<file path="config.mk">
export PLATFORM = sky130hd
export DESIGN_NAME = isr_status
export DESIGN_NICKNAME = d
export VERILOG_FILES = /design/src/isr_status.v
export VERILOG_INCLUDE_DIRS = /design/src
export SDC_FILE = /design/constraint.sdc
export NUM_CORES = 1
export LEC_CHECK = 0
export BUFFER_PORTS_ARGS = -buffer_cell sky130_fd_sc_hd__buf_2
export CAP_MARGIN = 10
export CORE_MARGIN = 2
export CORE_UTILIZATION = 59
export DETAILED_ROUTE_END_ITERATION = 12
export GPL_ROUTABILITY_DRIVEN = 0
export HOLD_SLACK_MARGIN = 0.03
export PLACE_DENSITY = 0.8
export SETUP_SLACK_MARGIN = 0.5
export SYNTH_ARGS = -nofsm -noshare
export SYNTH_HDL_FRONTEND = slang
export SYNTH_SLANG_ARGS = --single-unit
</file>
<file path="constraint.sdc">
create_clock -name clk_i -period 3.05 [get_ports clk_i]
set_input_delay 0.4575 -clock clk_i [delete_from_list [all_inputs] [get_ports clk_i]]
set_output_delay 0.4575 -clock clk_i [all_outputs]
set_load 0.02 [all_outputs]
</file>
<file path="src/isr_defines.vh">
`ifndef ISR_DEFINES_VH
`define ISR_DEFINES_VH

// Command opcodes
`define ISR_OP_NOP        5'h00
`define ISR_OP_RD_COND    5'h01
`define ISR_OP_WR_RISE    5'h02
`define ISR_OP_RD_RISE    5'h03
`define ISR_OP_WR_FALL    5'h04
`define ISR_OP_RD_FALL    5'h05
`define ISR_OP_RD_EVENT   5'h06
`define ISR_OP_WR_MASK    5'h07
`define ISR_OP_RD_MASK    5'h08
`define ISR_OP_WR_ESE     5'h09
`define ISR_OP_RD_ESE     5'h0a
`define ISR_OP_RD_ESR     5'h0b
`define ISR_OP_WR_SRE     5'h0c
`define ISR_OP_RD_SRE     5'h0d
`define ISR_OP_RD_STB     5'h0e
`define ISR_OP_SPOLL      5'h0f
`define ISR_OP_WR_PSC     5'h10
`define ISR_OP_WR_RI_MODE 5'h11
`define ISR_OP_WR_DFI_SRC 5'h12
`define ISR_OP_WR_DFI_EN  5'h13
`define ISR_OP_PROT_CLEAR 5'h14

// Abnormal-condition bit positions
`define ISR_AB_OV    0
`define ISR_AB_OC    1
`define ISR_AB_FP    3
`define ISR_AB_OT    4
`define ISR_AB_OS    5
`define ISR_AB_INH   9
`define ISR_AB_UNREG 10
`define ISR_AB_MOVL  14

// Summary byte bit positions
`define ISR_SB_ABN 3
`define ISR_SB_MAV 4
`define ISR_SB_ESB 5
`define ISR_SB_MSS 6
`define ISR_SB_OPS 7

// Communication event power-on bit
`define ISR_CE_PON 7

// Remote inhibit modes
`define ISR_RI_LATCH 2'h0
`define ISR_RI_LIVE  2'h1
`define ISR_RI_OFF   2'h2

// Fault output sources
`define ISR_DFI_ABN 3'h0
`define ISR_DFI_OPS 3'h1
`define ISR_DFI_ESB 3'h2
`define ISR_DFI_RQS 3'h3
`define ISR_DFI_OFF 3'h4

// Reset values
`define ISR_RST_RI_MODE 2'h0
`define ISR_RST_DFI_SRC 3'h4
`define ISR_RST_PSC     1'b1

`endif

</file>
<file path="src/isr_status.v">
// Overview of operation
// Enabled abnormal events OR into summary bit 3
// Condition register shows live signals, read-only
// Rising/falling filters pass matching condition transitions
// Event latch holds passed transitions, clears on read
// Enable mask gates events into group summary
// Communication events latch, cleared by status query
// Power-on-clear setting clears or keeps comm mask
// Power-on flag bit 7 set each power-up
// Enabled comm events form summary bit 5
// Status byte query shows master bit, clears nothing
// Master summary is unlatched OR of enabled bits
// Service request asserts line, latches request bit
// Serial poll returns request bit, then clears it
// Message queue FIFO; available bit when non-empty
// Reading event clears its derived summary bit
// Both filters set latch both edges
// Host reads summaries, events, then masks cause
// Service mask uses status byte bit weights
// Remote inhibit has latching, live, off modes
// Open-collector fault output with selectable source
// Fault output on/off control overrides source
// Abnormal bits placed at fixed positions
// Enabled operation events form summary bit 7
// Latching inhibit holds until protection clear
// Fault asserts while enabled source bit true
`include "isr_defines.vh"
`default_nettype none

module isr_status #(
  parameter QUEUE_DEPTH = 8,
  parameter QUEUE_AW = 3
) (
  // Clock and resets
  input wire clk_i,
  input wire rst_i,
  input wire cold_rst_i,
  // Host command port
  input wire cmd_valid_i,
  input wire [4:0] cmd_op_i,
  input wire [15:0] cmd_data_i,
  output reg rsp_valid_o,
  output reg [15:0] rsp_data_o,
  // Monitored signals
  input wire overvoltage_trip_i,
  input wire overcurrent_trip_i,
  input wire front_key_flag_i,
  input wire overtemperature_trip_i,
  input wire open_sense_flag_i,
  input wire unregulated_i,
  input wire measurement_overload_flag_i,
  input wire operation_summary_bit_i,
  input wire [6:0] comm_event_i,
  // Output message queue
  input wire msg_push_i,
  input wire [7:0] msg_data_i,
  output wire msg_ready_o,
  input wire msg_pop_i,
  output reg [7:0] msg_data_o,
  output reg msg_valid_o,
  // Pins and service request
  input wire inhibit_pin_i,
  output wire remote_inhibit_active_o,
  output wire fault_pin_o,
  output wire fault_pin_oe_o,
  output wire srq_o
);

  reg [15:0] cond_prev_reg;
  reg [15:0] rise_reg;
  reg [15:0] fall_reg;
  reg [15:0] abn_event_reg;
  reg [15:0] abn_mask_reg;
  reg [7:0] comm_event_reg;
  reg [7:0] comm_mask_reg;
  reg [7:0] sre_reg;
  reg psc_reg;
  reg rqs_reg;
  reg mss_prev_reg;
  reg inh_latch_reg;
  reg [1:0] ri_mode_reg;
  reg [2:0] dfi_src_reg;
  reg dfi_en_reg;
  reg [7:0] queue_mem [0:QUEUE_DEPTH-1];
  reg [QUEUE_AW-1:0] wr_ptr_reg;
  reg [QUEUE_AW-1:0] rd_ptr_reg;
  reg [QUEUE_AW:0] count_reg;

  wire [15:0] cond;
  wire [15:0] abn_pass;
  wire inh_active;
  wire abn_sum;
  wire esb_sum;
  wire message_available_bit;
  wire [7:0] stb_base;
  wire master_summary_bit;
  wire rd_event;
  wire rd_esr;
  wire spoll;
  wire prot_clear;
  wire q_push;
  wire q_pop;
  reg fault_src;

  function [15:0] wr16;
    input [4:0] op;
    begin
      wr16 = 16'h0000;
      wr16[0] = cmd_valid_i && (cmd_op_i == op);
    end
  endfunction

  // inhibit mode select
  // latched, live or ignored
  assign inh_active = (ri_mode_reg == `ISR_RI_LATCH) ? inh_latch_reg :
                      (ri_mode_reg == `ISR_RI_LIVE) ? inhibit_pin_i : 1'b0;
  assign remote_inhibit_active_o = inh_active;

  // live condition bit layout
  // condition follows signals
  assign cond = {1'b0, measurement_overload_flag_i, 3'h0, unregulated_i,
                 inh_active, 3'h0, open_sense_flag_i,
                 overtemperature_trip_i, front_key_flag_i, 1'b0,
                 overcurrent_trip_i, overvoltage_trip_i};

  // transition filters
  // both edges when both set
  assign abn_pass = (cond & ~cond_prev_reg & rise_reg) |
                    (~cond & cond_prev_reg & fall_reg);

  assign rd_event = wr16(`ISR_OP_RD_EVENT) != 16'h0000;
  assign rd_esr = wr16(`ISR_OP_RD_ESR) != 16'h0000;
  assign spoll = wr16(`ISR_OP_SPOLL) != 16'h0000;
  assign prot_clear = wr16(`ISR_OP_PROT_CLEAR) != 16'h0000;

  // mask gates events
  // abnormal summary
  // summary follows latch
  assign abn_sum = |(abn_event_reg & abn_mask_reg);
  // comm event summary
  assign esb_sum = |(comm_event_reg & comm_mask_reg);
  // available when non-empty
  assign message_available_bit = count_reg != {(QUEUE_AW+1){1'b0}};

  // bit weights match mask
  // operation summary bit
  assign stb_base = {operation_summary_bit_i, 1'b0, esb_sum, message_available_bit, abn_sum,
                     3'h0};
  // unlatched master summary
  assign master_summary_bit = |(stb_base & sre_reg);

  // request line follows latch
  assign srq_o = rqs_reg;

  always @* begin
    // fault source select
    case (dfi_src_reg)
      `ISR_DFI_ABN: begin
        fault_src = abn_sum;
      end
      `ISR_DFI_OPS: begin
        fault_src = operation_summary_bit_i;
      end
      `ISR_DFI_ESB: begin
        fault_src = esb_sum;
      end
      `ISR_DFI_RQS: begin
        fault_src = rqs_reg;
      end
      default: begin
        fault_src = 1'b0;
      end
    endcase
  end

  // on/off gate
  // follows source
  assign fault_pin_oe_o = dfi_en_reg && fault_src;
  // open collector pulls low
  assign fault_pin_o = 1'b0;

  assign q_push = msg_push_i && (count_reg != QUEUE_DEPTH[QUEUE_AW:0]);
  assign q_pop = msg_pop_i && message_available_bit;
  assign msg_ready_o = count_reg != QUEUE_DEPTH[QUEUE_AW:0];

  // Nonvolatile settings, survive power cycles; power-on-clear set clears comm mask at power-up
  always @(posedge clk_i) begin
    if (cold_rst_i) begin
      psc_reg <= `ISR_RST_PSC;
      comm_mask_reg <= 8'h00;
    end else if (rst_i) begin
      // power-on-clear of mask
      if (psc_reg) begin
        comm_mask_reg <= 8'h00;
      end
    end else if (cmd_valid_i) begin
      if (cmd_op_i == `ISR_OP_WR_PSC) begin
        psc_reg <= cmd_data_i[0];
      end
      if (cmd_op_i == `ISR_OP_WR_ESE) begin
        comm_mask_reg <= cmd_data_i[7:0];
      end
    end
  end

  always @(posedge clk_i) begin
    if (rst_i) begin
      cond_prev_reg <= 16'h0000;
      rise_reg <= 16'h0000;
      fall_reg <= 16'h0000;
      abn_event_reg <= 16'h0000;
      abn_mask_reg <= 16'h0000;
      // power-on flag
      comm_event_reg <= 8'h80;
      sre_reg <= 8'h00;
      rqs_reg <= 1'b0;
      mss_prev_reg <= 1'b0;
      inh_latch_reg <= 1'b0;
      ri_mode_reg <= `ISR_RST_RI_MODE;
      dfi_src_reg <= `ISR_RST_DFI_SRC;
      dfi_en_reg <= 1'b0;
    end else begin
      cond_prev_reg <= cond;
      // latch, clear on read, set wins
      abn_event_reg <= (abn_event_reg & {16{~rd_event}}) | abn_pass;
      // comm events, cleared by query
      comm_event_reg <= (comm_event_reg & {8{~rd_esr}}) |
                        {1'b0, comm_event_i};
      mss_prev_reg <= master_summary_bit;
      // latch request on new reason
      // poll clears, set wins
      rqs_reg <= (rqs_reg && !spoll) || (master_summary_bit && !mss_prev_reg);
      // hold until protection clear
      inh_latch_reg <= (inh_latch_reg && !prot_clear) || inhibit_pin_i;
      if (cmd_valid_i) begin
        case (cmd_op_i)
          `ISR_OP_WR_RISE: begin
            rise_reg <= cmd_data_i;
          end
          `ISR_OP_WR_FALL: begin
            fall_reg <= cmd_data_i;
          end
          `ISR_OP_WR_MASK: begin
            abn_mask_reg <= cmd_data_i;
          end
          `ISR_OP_WR_SRE: begin
            sre_reg <= {cmd_data_i[7], 1'b0, cmd_data_i[5:0]};
          end
          `ISR_OP_WR_RI_MODE: begin
            if (cmd_data_i[1:0] != 2'h3) begin
              ri_mode_reg <= cmd_data_i[1:0];
            end
          end
          `ISR_OP_WR_DFI_SRC: begin
            if (cmd_data_i[2:0] <= `ISR_DFI_OFF) begin
              dfi_src_reg <= cmd_data_i[2:0];
            end
          end
          `ISR_OP_WR_DFI_EN: begin
            dfi_en_reg <= cmd_data_i[0];
          end
          default: begin
          end
        endcase
      end
    end
  end

  // Query answers
  always @(posedge clk_i) begin
    if (rst_i) begin
      rsp_valid_o <= 1'b0;
      rsp_data_o <= 16'h0000;
    end else begin
      rsp_valid_o <= 1'b0;
      if (cmd_valid_i) begin
        rsp_valid_o <= 1'b1;
        case (cmd_op_i)
          `ISR_OP_RD_COND: begin
            rsp_data_o <= cond;
          end
          `ISR_OP_RD_RISE: begin
            rsp_data_o <= rise_reg;
          end
          `ISR_OP_RD_FALL: begin
            rsp_data_o <= fall_reg;
          end
          `ISR_OP_RD_EVENT: begin
            rsp_data_o <= abn_event_reg;
          end
          `ISR_OP_RD_MASK: begin
            rsp_data_o <= abn_mask_reg;
          end
          `ISR_OP_RD_ESE: begin
            rsp_data_o <= {8'h00, comm_mask_reg};
          end
          `ISR_OP_RD_ESR: begin
            rsp_data_o <= {8'h00, comm_event_reg};
          end
          `ISR_OP_RD_SRE: begin
            rsp_data_o <= {8'h00, sre_reg};
          end
          // master bit in 6, no clear
          `ISR_OP_RD_STB: begin
            rsp_data_o <= {8'h00, stb_base[7], master_summary_bit, stb_base[5:0]};
          end
          // poll returns request bit
          `ISR_OP_SPOLL: begin
            rsp_data_o <= {8'h00, stb_base[7], rqs_reg, stb_base[5:0]};
          end
          default: begin
            rsp_valid_o <= 1'b0;
          end
        endcase
      end
    end
  end

  // first-in first-out queue
  always @(posedge clk_i) begin
    if (q_push) begin
      queue_mem[wr_ptr_reg] <= msg_data_i;
    end
  end

  always @(posedge clk_i) begin
    if (rst_i) begin
      wr_ptr_reg <= {QUEUE_AW{1'b0}};
      rd_ptr_reg <= {QUEUE_AW{1'b0}};
      count_reg <= {(QUEUE_AW+1){1'b0}};
      msg_data_o <= 8'h00;
      msg_valid_o <= 1'b0;
    end else begin
      msg_valid_o <= q_pop;
      if (q_push) begin
        wr_ptr_reg <= wr_ptr_reg + 1'b1;
      end
      if (q_pop) begin
        msg_data_o <= queue_mem[rd_ptr_reg];
        rd_ptr_reg <= rd_ptr_reg + 1'b1;
      end
      if (q_push && !q_pop) begin
        count_reg <= count_reg + 1'b1;
      end else if (q_pop && !q_push) begin
        count_reg <= count_reg - 1'b1;
      end
    end
  end

endmodule // isr_status

`default_nettype wire

</file>
==> impl_metrics.ini <==
[worst_setup_path]
crit_type = flip-flop to output port
arrival_ns = 2.24
r2r_slack_ns = 0.49
crit_path_max_fanout = 2
cp_top_family = compound AO/OA/AOI/OAI gates
cp.depth = 6
reg2reg_from = count_reg[2]
critPathBufInv = 1
critPathLaunchType = flip-flop
critPathRequiredTime_ns = 2.59
r2r_cells = 11
crit_path_end_kind = output port
crit_chain = a22o_1 -> a221oi_2 -> nand4_1 -> mux2_4 -> o2111a_1 -> buf_6
slowest_delay_ns = 0.34
crit_path_end = fault_pin_oe_o
r2r_end = count_reg[3]
startpoint = abn_event_reg[2]
critPathSlowestCell = mux2_4

[floorplanning]
die_w_um = 123.7
core.rowCount = 43
start_util = 0.6070
coreArea_sq_mm = 0.01393
io_pins = 82
fp.dieArea_sq_mm = 0.01531
die_h_um = 123.7

[timing]
period_needed_ns = 2.694
setup_viol = 0
maxSlewHeadroom = 0.3274
max_freq_mhz = 371.2
period_share = 0.8833
whs_ns = 0.1744
setup_tns_ns = 0
hold_violations = 0
final_max_slew_viol_count = 0
finClkSkew_ns = 0.008980
rsz0062_at_grt = yes
worst_slew_pin_slew_ns = 1.009

[finish]
area_growth_pct = 15.90
drive_gt1_frac = 0.2161
largest_register_ffs = 64
fin_area_sq_mm = 0.009803
layout.cells.non_filler = 1066
fill_cells = 999
finalNetCount = 927
top_register = queue_mem

[power_and_ir_drop]
p_leak_uw = 0.003787
power_uw = 6936
ir_drop_uv = 769.8
p_per_area_mw_per_mm2 = 707.6

[synth]
syn-num-nets = 850
ys_types = 62
avgSynthCellArea_sq_um = 10.67
yosys_warnings = 0
synth-seq-cells = 205
synth.most_common_cell = dfxtp_1
syn_area_sq_mm = 0.008458
synthTopCellsByArea = dfxtp_1, edfxtp_1, nand2_1
syn_inst = 793
yosysTopAreaCell = dfxtp_1
synth_seq_area_share = 0.5609
synth-edff-count = 64
synth_flop_cell = dfxtp_1
async_flop_share = 0
ys_top_cells_by_count = dfxtp_1, nand2_1, nor2_1, a21oi_1, edfxtp_1
yosys.area.top_type_share = 0.3337

[placed_design]
placed_area_sq_mm = 0.008994
dp_hpwl_mm = 14.61
io_buffers = 80
dp.cells = 1019

[detailed_routing]
dr.pass1.iters = 7
drc = 0
drt-initial-drc-count = 659
ant_nets = 0
wire_per_inst_um = 20.79
drt_wl_total_mm = 22.16
num_vias = 6636
routed_via_density = 6.225

[clock_network]
insertion_delay_ns = 0.50
numCtsBuffers = 21
cts_sinks = 205
clock_path_buffers = 3
cts_tree = yes
htreeDepth = 1
clk_pin_slew_ns = 0.06
cts_hold_buffers = 0
cts-root-buf = clkbuf_16

[min_path]
hold_class = primary input to flip-flop

[grt]
grt_start_max_net_pins = 94
grt_usage = 0.2926
first_global_vias = 6514
antenna_found_initial = 2
grt_pass1_wl_mm = 34.44
grt_overflow = 0

[run]
cap_violations = 0

[status]
status = finished clean
-- stage by stage --
step           worst slack, ns    util
6_report                0.3558  0.7035
3_5_place_dp            0.3711  0.6454
3_3_place_gp            0.4877  0.6454
4_1_cts                 0.3503  0.6992
2_1_floorplan           0.5098       -
5_1_grt                 0.2397  0.7032
-- logic make-up (layout without fill, tap and decap cells) --
kind of cell,count (synthesis),count (layout),share of synthesized area
other cells,1,3,0.0004434
mux,59,59,0.09438
fa+ha+maj,6,6,0.009763
xor+xnor,7,7,0.007249
simple gates,279,280,0.1559
compound gates,174,174,0.1371
buf+inv,62,152,0.03417
flops,205,205,0.5609
-- where the power goes --
part           switching, uW  internal (uW)
clock                   1030           1490
combinational            709            582
sequential               137           2990
-- timing repair --
action,in CTS,in global routing
gates cloned,1,0
buffers inserted,4,3
pin swaps,5,9
setup endpoints to repair,2,2
gates resized for setup,8,11
-- worst min-delay path by stage --
stage                               start           endpoint  slack, ns  cells after the start
after floorplan              mss_prev_reg              srq_o       0.41                      1
after global placement       mss_prev_reg              srq_o       0.42                      1
after detailed placement     mss_prev_reg              srq_o       0.43                      1
after CTS                 comm_event_i[6]  comm_event_reg[6]       0.16                      3
after global routing      comm_event_i[0]  comm_event_reg[0]       0.17                      3
final                     comm_event_i[0]  comm_event_reg[0]       0.17                      3
-- worst reg2reg max path, stage by stage (launching register included) --
cell	delay (ns)
dfxtp_2	0.34
or4_4	0.54
and2_4	0.19
inv_4	0.07
ha_4	0.14
inv_4	0.05
ha_4	0.21
a21o_1	0.17
a21oi_2	0.16
xnor2_1	0.11
or3_1	0.38
a21oi_2	0.12
-- cell usage in the layout, fill, tap and decap left out, types with 18 or more instances in the layout --
cell and instances:
buf_4 27, mux2i_1 37, nor2_1 74, dfxtp_1 134
clkbuf_16 21, and3_1 23, nand3_1 18, a21oi_1 67
buf_2 78, edfxtp_1 64, o21ai_0 19, nand2_1 103
a22oi_1 23
-- layout make-up --
class,count,area [sq um],share of cell area
timing repair buffer,106,604.3,0.06165
clock buffer,32,619.3,0.06318
antenna,2,5.005,0.0005105
clock inverter,5,56.30,0.005743
multi-input combinational,527,3498,0.3569
sequential,205,4756,0.4851
inverter,9,38.79,0.003957
tap,180,225.2,0.02297
-- metal layers --
metal / share of wire / GRT usage / vias up
met5: 0 / 0 / -
met4: 0.032 / 0.1009 / 0
met3: 0.087 / 0.06548 / 66
met2: 0.50 / 0.5082 / 323
met1: 0.38 / 0.3597 / 3202
li1: - / - / 3045
Power figures use the tool's default switching activity.
